### config.mk
export PLATFORM = sky130hd
export DESIGN_NAME = esi_exec
export DESIGN_NICKNAME = d
export VERILOG_FILES = /design/src/core/esi_pkg.sv /design/src/core/esi_addr_idx.sv /design/src/core/esi_exec.sv
export VERILOG_INCLUDE_DIRS = /design/src /design/src/core
export SDC_FILE = /design/constraint.sdc
export NUM_CORES = 1
export LEC_CHECK = 0
export ABC_CLOCK_PERIOD_IN_PS = 4300
export BUFFER_PORTS_ARGS = -buffer_cell sky130_fd_sc_hd__buf_2
export CORE_AREA = 2 2 129 131
export CTS_CLUSTER_DIAMETER = 30
export DETAILED_ROUTE_END_ITERATION = 10
export DIE_AREA = 0 0 131 133
export PLACE_DENSITY_LB_ADDON = 0.1
export SLEW_MARGIN = 25
export SYNTH_ARGS = -nofsm -noshare
export SYNTH_HDL_FRONTEND = slang
export SYNTH_SLANG_ARGS = --single-unit
### constraint.sdc
create_clock -name I_CLK -period 4.3 [get_ports I_CLK]
set_input_delay 0.86 -clock I_CLK [delete_from_list [all_inputs] [get_ports I_CLK]]
set_output_delay 0.86 -clock I_CLK [all_outputs]
set_load 0.03 [all_outputs]
### src/core/esi_cfg.svh
// Constants for the extended stack instruction executor
`ifndef ESI_CFG_SVH
`define ESI_CFG_SVH

`define ESI_ADDR_W 12
`define ESI_PC_W 21
`define ESI_OFF_W 7
`define ESI_SUBK_W 6
`define ESI_OP_PUSH_LIT 8'hfa
`define ESI_OP_SUB_PTR 8'he9
`define ESI_OP_MOVE_HI 9'h1d7
`define ESI_OP_MOVE_W2 4'hf
`define ESI_SEL_RETURN 2'h3
`define ESI_FP2_ONEHOT 3'h4
`define ESI_IND_TOP0 12'hfef
`define ESI_IND_TOP1 12'hfe7
`define ESI_IND_TOP2 12'hfdf
`define ESI_IND_SPAN 12'h004
`define ESI_ZERO_BYTE 8'h00
`define ESI_RST_ADDR 12'h000
`define ESI_RST_PC 21'h000000
`define ESI_RST_BYTE 8'h00

`endif

### src/core/esi_pkg.sv
// Types shared by the extended stack instruction executor
package esi_pkg;
    typedef enum logic [1:0] {
        ESI_IDLE     = 2'b00,
        ESI_MOVE_DST = 2'b01,
        ESI_RET_NOP  = 2'b10
    } esi_state_t;
endpackage

### src/core/esi_addr_idx.sv
// Indexed address adder with indirect register window check
`timescale 1ns/1ps
`default_nettype none
`include "esi_cfg.svh"
module esi_addr_idx #(
    parameter int ADDR_W = `ESI_ADDR_W,
    parameter int OFF_W = `ESI_OFF_W,
    parameter logic [ADDR_W-1:0] IND_TOP0 = `ESI_IND_TOP0,
    parameter logic [ADDR_W-1:0] IND_TOP1 = `ESI_IND_TOP1,
    parameter logic [ADDR_W-1:0] IND_TOP2 = `ESI_IND_TOP2
) (
    // Operands
    input wire logic [ADDR_W-1:0] i_base,
    input wire logic [OFF_W-1:0] i_offset,
    // Results
    output logic [ADDR_W-1:0] o_addr,
    output logic o_indirect
);
    initial begin
        if (OFF_W >= ADDR_W) begin
            $error("esi_addr_idx: offset must be narrower than address");
        end
    end

    // Sum wraps within the data space, so any byte is reachable
    assign o_addr = ADDR_W'(i_base + {{(ADDR_W-OFF_W){1'b0}}, i_offset});

    // Each pointer owns a small group of indirect access registers
    wire logic in0 = (o_addr <= IND_TOP0) && (o_addr >= ADDR_W'(IND_TOP0 - `ESI_IND_SPAN));
    wire logic in1 = (o_addr <= IND_TOP1) && (o_addr >= ADDR_W'(IND_TOP1 - `ESI_IND_SPAN));
    wire logic in2 = (o_addr <= IND_TOP2) && (o_addr >= ADDR_W'(IND_TOP2 - `ESI_IND_SPAN));
    assign o_indirect = in0 | in1 | in2;
endmodule
`default_nettype wire

### src/core/esi_exec.sv
// Executor for the software stack instructions of the extended set
// Summary of operation
// - Indexed move adds separate 7-bit offsets to the stack frame pointer.
// - Source and destination may lie anywhere in the 4096-byte space.
// - Source in an indirect register reads as zero.
// - Destination in an indirect register suppresses the write.
// - Push literal stores its byte at the stack frame pointer.
// - Push literal then lowers the stack frame pointer by one.
// - Push literal opcode is fa with literal low byte, one cycle, no flags.
// - Subtract literal subtracts a 6-bit value from the selected pointer.
// - Subtract opcode is e9 with 2-bit selector and 6-bit literal, no flags.
// - Subtract and return lowers stack frame pointer and loads the counter in the same cycle.
// - Subtract and return takes two cycles, the second a no-operation.
// - Selector value three means subtract and return on the frame pointer.
// - Extended instructions start only while the configuration bit is one; indexed move word two does not check it.
`timescale 1ns/1ps
`default_nettype none
`include "esi_cfg.svh"
module esi_exec #(
    parameter int ADDR_W = `ESI_ADDR_W,
    parameter int PC_W = `ESI_PC_W
) (
    // Clock and reset
    input wire logic I_CLK,
    input wire logic I_RST_N,
    // Instruction stream and configuration
    input wire logic I_INSTR_VALID,
    input wire logic [15:0] I_INSTR,
    input wire logic I_EXTENDED_SET_CONFIG_BIT,
    // Current pointer and return stack state
    input wire logic [ADDR_W-1:0] I_FILE_SELECT_POINTER0,
    input wire logic [ADDR_W-1:0] I_FILE_SELECT_POINTER1,
    input wire logic [ADDR_W-1:0] I_STACK_FRAME_POINTER,
    input wire logic [PC_W-1:0] I_RETURN_STACK_TOP,
    // Data memory read data
    input wire logic [7:0] I_MEM_RDATA,
    // Data memory request
    output logic [ADDR_W-1:0] O_MEM_ADDR,
    output logic O_MEM_RD,
    output logic O_MEM_WR,
    output logic [7:0] O_MEM_WDATA,
    // Pointer and counter updates
    output logic [2:0] O_FP_WE,
    output logic [ADDR_W-1:0] O_FP_VALUE,
    output logic O_PC_LOAD,
    output logic [PC_W-1:0] O_PC_VALUE,
    // Executor status
    output logic O_BUSY
);
    initial begin
        if (ADDR_W != `ESI_ADDR_W || PC_W < ADDR_W) begin
            $error("esi_exec: unsupported address or counter width");
        end
    end

    esi_pkg::esi_state_t state_q, state_d;
    logic [ADDR_W-1:0] mem_addr_q, mem_addr_d, fp_value_q, fp_value_d;
    logic mem_rd_q, mem_rd_d, mem_wr_q, mem_wr_d, pc_load_q, pc_load_d;
    logic [7:0] mem_wdata_q, mem_wdata_d, rdata_q, rdata_d;
    logic [2:0] fp_we_q, fp_we_d;
    logic [PC_W-1:0] pc_value_q, pc_value_d;
    logic src_ind_q, src_ind_d;

    // Decode of the current word
    wire logic idle = (state_q == esi_pkg::ESI_IDLE);
    wire logic accept = I_INSTR_VALID && idle && I_EXTENDED_SET_CONFIG_BIT;
    wire logic is_push = (I_INSTR[15:8] == `ESI_OP_PUSH_LIT);
    wire logic is_subop = (I_INSTR[15:8] == `ESI_OP_SUB_PTR);
    wire logic is_ret = is_subop && (I_INSTR[7:6] == `ESI_SEL_RETURN);
    wire logic is_sub = is_subop && !is_ret;
    wire logic is_move1 = (I_INSTR[15:7] == `ESI_OP_MOVE_HI);
    wire logic do_push = accept && is_push;
    wire logic do_sub = accept && is_sub;
    wire logic do_ret = accept && is_ret;
    wire logic do_move1 = accept && is_move1;
    wire logic in_dst = (state_q == esi_pkg::ESI_MOVE_DST);
    wire logic w2_ok = I_INSTR[15:12] == `ESI_OP_MOVE_W2;
    wire logic do_move2 = in_dst && I_INSTR_VALID && w2_ok;
    wire logic [7:0] lit8 = I_INSTR[7:0];
    wire logic [`ESI_SUBK_W-1:0] lit6 = I_INSTR[5:0];

    // Both addresses are frame-relative; the same adder serves each word
    logic [ADDR_W-1:0] idx_addr;
    logic idx_ind;
    esi_addr_idx #(
        .ADDR_W(ADDR_W),
        .OFF_W(`ESI_OFF_W)
    ) u_idx (
        .i_base(I_STACK_FRAME_POINTER),
        .i_offset(I_INSTR[6:0]),
        .o_addr(idx_addr),
        .o_indirect(idx_ind)
    );

    // Pointer selection and arithmetic
    wire logic [ADDR_W-1:0] fp_sel = (I_INSTR[7:6] == 2'h0) ? I_FILE_SELECT_POINTER0 :
        (I_INSTR[7:6] == 2'h1) ? I_FILE_SELECT_POINTER1 : I_STACK_FRAME_POINTER;
    wire logic [ADDR_W-1:0] k_ext = {{(ADDR_W-`ESI_SUBK_W){1'b0}}, lit6};
    wire logic [ADDR_W-1:0] fp_minus_k = ADDR_W'(fp_sel - k_ext);
    wire logic [ADDR_W-1:0] fp2_dec = ADDR_W'(I_STACK_FRAME_POINTER - 1'b1);
    wire logic [2:0] sel_onehot = 3'(3'h1 << I_INSTR[7:6]);

    // Read byte is taken in the cycle the read strobe is high; hold it if word two lags
    wire logic [7:0] src_byte = mem_rd_q ? I_MEM_RDATA : rdata_q;
    wire logic [7:0] move_byte = src_ind_q ? `ESI_ZERO_BYTE : src_byte;
    assign rdata_d = mem_rd_q ? I_MEM_RDATA : rdata_q;
    assign src_ind_d = do_move1 ? idx_ind : src_ind_q;

    // Memory request for the next cycle
    assign mem_rd_d = do_move1;
    assign mem_wr_d = do_push || (do_move2 && !idx_ind);
    assign mem_addr_d = do_push ? I_STACK_FRAME_POINTER :
        (do_move1 || do_move2) ? idx_addr : mem_addr_q;
    assign mem_wdata_d = do_push ? lit8 : do_move2 ? move_byte : mem_wdata_q;

    // Pointer and counter updates; no status flags are touched
    assign fp_we_d = (do_push || do_ret) ? `ESI_FP2_ONEHOT : do_sub ? sel_onehot : 3'h0;
    assign fp_value_d = do_push ? fp2_dec : (do_sub || do_ret) ? fp_minus_k : fp_value_q;
    assign pc_load_d = do_ret;
    assign pc_value_d = do_ret ? I_RETURN_STACK_TOP : pc_value_q;

    // Sequencing of two-cycle instructions
    assign state_d = do_move1 ? esi_pkg::ESI_MOVE_DST :
        do_ret ? esi_pkg::ESI_RET_NOP :
        (in_dst && !I_INSTR_VALID) ? esi_pkg::ESI_MOVE_DST : esi_pkg::ESI_IDLE;

    // State and output registers
    always_ff @(posedge I_CLK) begin
        if (!I_RST_N) begin
            state_q <= esi_pkg::ESI_IDLE;
            mem_addr_q <= `ESI_RST_ADDR;
            mem_rd_q <= 1'b0;
            mem_wr_q <= 1'b0;
            mem_wdata_q <= `ESI_RST_BYTE;
            rdata_q <= `ESI_RST_BYTE;
            src_ind_q <= 1'b0;
            fp_we_q <= 3'h0;
            fp_value_q <= `ESI_RST_ADDR;
            pc_load_q <= 1'b0;
            pc_value_q <= `ESI_RST_PC;
        end else begin
            state_q <= state_d;
            mem_addr_q <= mem_addr_d;
            mem_rd_q <= mem_rd_d;
            mem_wr_q <= mem_wr_d;
            mem_wdata_q <= mem_wdata_d;
            rdata_q <= rdata_d;
            src_ind_q <= src_ind_d;
            fp_we_q <= fp_we_d;
            fp_value_q <= fp_value_d;
            pc_load_q <= pc_load_d;
            pc_value_q <= pc_value_d;
        end
    end

    // Busy flag tracks the second cycle of two-cycle instructions
    logic busy_q;
    always_ff @(posedge I_CLK) begin
        if (!I_RST_N) begin
            busy_q <= 1'b0;
        end else begin
            busy_q <= (state_d != esi_pkg::ESI_IDLE);
        end
    end

    // Port drive
    assign O_MEM_ADDR = mem_addr_q;
    assign O_MEM_RD = mem_rd_q;
    assign O_MEM_WR = mem_wr_q;
    assign O_MEM_WDATA = mem_wdata_q;
    assign O_FP_WE = fp_we_q;
    assign O_FP_VALUE = fp_value_q;
    assign O_PC_LOAD = pc_load_q;
    assign O_PC_VALUE = pc_value_q;
    assign O_BUSY = busy_q;
endmodule
`default_nettype wire

==> impl_metrics.json <==
{
  "r2r-end": "O_MEM_ADDR[9]$_SDFFE_PN0P_",
  "synth-compound-area-share": 0.2039,
  "synthXorXnorAreaFrac": 0.04922,
  "grt_start_max_net_pins": 54,
  "seq_area_frac_synth": 0.3473,
  "diodes": 0,
  "antenna_left": 0,
  "grt_pass1_vias": 3848,
  "crit_family": "compound AO/OA/AOI/OAI gates",
  "fin_skew_ns": 0.006046,
  "ys_top_cells_by_count": "nand2_1 (87), dfxtp_1 (71), nor2_1 (50)",
  "worstPathArrival_ns": 3.36,
  "drv_slew": 0,
  "crit_chain": "buf_2, nor2_1, a21oi_1, ha_1, inv_1, fa_1, a21o_1, a211o_1, and2_1, o21a_1, o311ai_1, a21oi_1",
  "ctsHoldBuffers": 0,
  "cts-resized-gates": 0,
  "clock_path_buffers": 2,
  "crit_fanout": 30,
  "hpwl_microns": 10410,
  "cts.clk_slew.worst_paths_ns": 0.06,
  "p_leak_uw": 0.002302,
  "htreeDepth": 3,
  "critPathMaxStageDelay_ns": 0.41,
  "synth_flop_cell": "dfxtp_1",
  "critPathLaunchType": "primary input",
  "syn_nets": 617,
  "min_period_ns": 3.165,
  "critPathCaptureType": "flip-flop",
  "max_freq_mhz": 315.9,
  "regToRegStartpoint": "state_q[1]$_SDFF_PN0_",
  "die_h_microns": 133,
  "path_common_cell": "a21oi_1",
  "synthMuxAreaShare": 0.05381,
  "syn_area_sq_um": 4093,
  "ys_top_cells_by_area": "dfxtp_1 (35%), nand2_1 (8.0%), a21oi_1 (5.6%)",
  "die_w_microns": 131,
  "syn_area_per_cell_sq_um": 7.932,
  "r2r_cells": 5,
  "power.density_nw_per_um2": 320.6,
  "cts_setup_buffers": 0,
  "synth_edf_count": 0,
  "timing.slew.headroom": 0.3950,
  "crit_type": "primary input to flip-flop",
  "tightest_slew_ns": 0.9074,
  "power.total_uw": 1686,
  "rows": 47,
  "critical_path.slowest_cell": "buf_2",
  "synthCells": 516,
  "wl_per_cell_microns": 15.71,
  "dieArea_sq_um": 17420,
  "post_synth_num_cell_types": 61,
  "hold_start": "O_PC_VALUE[1]$_SDFFE_PN0P_",
  "async_flop_share": 0,
  "dp.cells": 850,
  "io_buffers": 144,
  "hold_viol": 0,
  "reg2reg_slack_ns": 1.92,
  "num_vias": 4058,
  "crit_buf_inv": 2,
  "maxCapViolCount": 0,
  "cts_made_buffers": 9,
  "nNetsFinal": 742,
  "syn2layout_area_growth_pct": 28.49,
  "cts_tree": "built",
  "hold_depth": 2,
  "ctsRootBufferMaster": "clkbuf_16",
  "hold_class": "flip-flop to flip-flop",
  "drt_iter0_drc": 155,
  "yosys.area_share.simple": 0.2418,
  "crit_required_ns": 4.49,
  "drc": 0,
  "drtPass1Iterations": 5,
  "ys.warnings.count": 0,
  "grt_antenna_before_repair": 0,
  "finalCritPeriodShare": 0.7361,
  "grt_pass1_wl_microns": 20770,
  "yosys.area_share.adder": 0.05258,
  "overflow": 0,
  "post-synth-top-count-cell": "nand2_1",
  "ys_ff_latch": 71,
  "outcome": "completed",
  "synth_top_family_by_area": "simple AND/OR/NAND/NOR gates",
  "initial_utilization": 0.2531,
  "core_area_sq_um": 16170,
  "cts.sinks": 71,
  "stdcell_count": 866,
  "clk_latency_ns": 0.34,
  "grt_use_total": 0.1569,
  "synth_top_cell_by_area": "dfxtp_1",
  "io_pins": 145,
  "holdPathEnd": "O_PC_VALUE[1]$_SDFFE_PN0P_",
  "routabilityCongestion": 0.9329,
  "viasPerCell": 4.686,
  "ir_worst_vdd_uv": 193.1,
  "finalSetupViolCount": 0,
  "wl_microns": 13610,
  "finalSetupTns_ns": 0,
  "rsz0062_at_grt": "false",
  "layout-drive-gt1-share": 0.2663,
  "synth_top_area_share": 0.3473
}
## layout make-up
cell class,instances,area [sq um]
Clock buffer,14,264.0
Clock inverter,2,38.79
Fill cell,1787,10910
Inverter,13,48.80
Multi-Input combinational cell,399,2467
Sequential cell,71,1421
Tap cell,220,275.3
Timing Repair Buffer,147,743.2
## metal layers
layer / routed length (microns) / track usage / vias to the layer above
met5: 0 / 0 / -
met4: 426 / 0.07624 / 0
met3: 899 / 0.02952 / 27
met2: 6175 / 0.2429 / 133
met1: 6105 / 0.2083 / 1816
li1: - / - / 2082
## worst register-to-register path, stage by stage (launching register included)
cell and delay [ns]:
dfxtp_1 0.31, or4b_4 0.60, or3_1 0.76, nand4_1 0.34
xor2_1 0.16, a21oi_1 0.08
## how the worst max path moves through the flow
stage	from	endpoint	slack, ns	cells past startpoint
6_report	I_INSTR[7]	O_FP_VALUE[10]$_SDFFE_PN0P_	1.13	12
5_1_grt	I_INSTR[7]	O_FP_VALUE[10]$_SDFFE_PN0P_	0.90	12
4_1_cts	I_INSTR[7]	O_FP_VALUE[10]$_SDFFE_PN0P_	1.14	12
3_5_place_dp	I_INSTR[7]	O_FP_VALUE[10]$_SDFFE_PN0P_	0.76	12
3_3_place_gp	I_INSTR[6]	O_FP_VALUE[10]$_SDFFE_PN0P_	0.84	13
2_1_floorplan	I_INSTR[6]	O_FP_VALUE[10]$_SDFFE_PN0P_	0.70	14
## report_power, final
group          switching (uW)  internal (uW)  total (uW)
logic                     155            109         264
clock network             281            482         763
registers               0.261            658         659
## state kept, by name, indices dropped and copies added, names as in the netlist
signal / cells
O_MEM_RD: 1
O_BUSY: 1
src_ind_q: 1
O_MEM_WDATA: 8
state_q: 2
O_FP_VALUE: 12
O_PC_LOAD: 1
O_FP_WE: 3
rdata_q: 8
O_PC_VALUE: 21
O_MEM_ADDR: 12
O_MEM_WR: 1
## logic make-up (layout without fill, tap and decap cells)
kind of cell / count (synthesis) / count (layout)
flip-flops: 71 / 71
XOR/XNOR: 23 / 23
multiplexers: 22 / 22
AND/OR/NAND/NOR: 205 / 205
AO/OA/AOI/OAI: 133 / 133
adder cells (fa/ha/maj): 16 / 16
buffers and inverters: 46 / 176
## per-stage QoR
step	cell area (sq um)	setup WS, ns	utilization	hold WS [ns]
finish	5259	1.135	0.3252	0.4507
global route	5259	0.9003	0.3252	0.4675
CTS	5259	1.141	0.3252	0.4528
detailed placement	4956	0.7630	0.3065	0.4447
global placement	4956	0.8365	0.3065	0.4402
floorplan	4093	0.7019	-	0.4478
## cells in the final DEF (no fill, tap or decap), drive strengths merged, types with 6 or more instances in the layout
cell type / count
nor3: 11
o21ai: 31
nand4: 7
a21oi: 46
ha: 14
xor2: 14
or3: 6
nand2: 88
clkbuf: 14
nor2: 50
nand3: 12
a211oi: 7
mux2i: 22
o21a: 7
inv: 13
buf: 147
xnor2: 9
o211ai: 6
dfxtp: 71
Power figures use the tool's default switching activity.
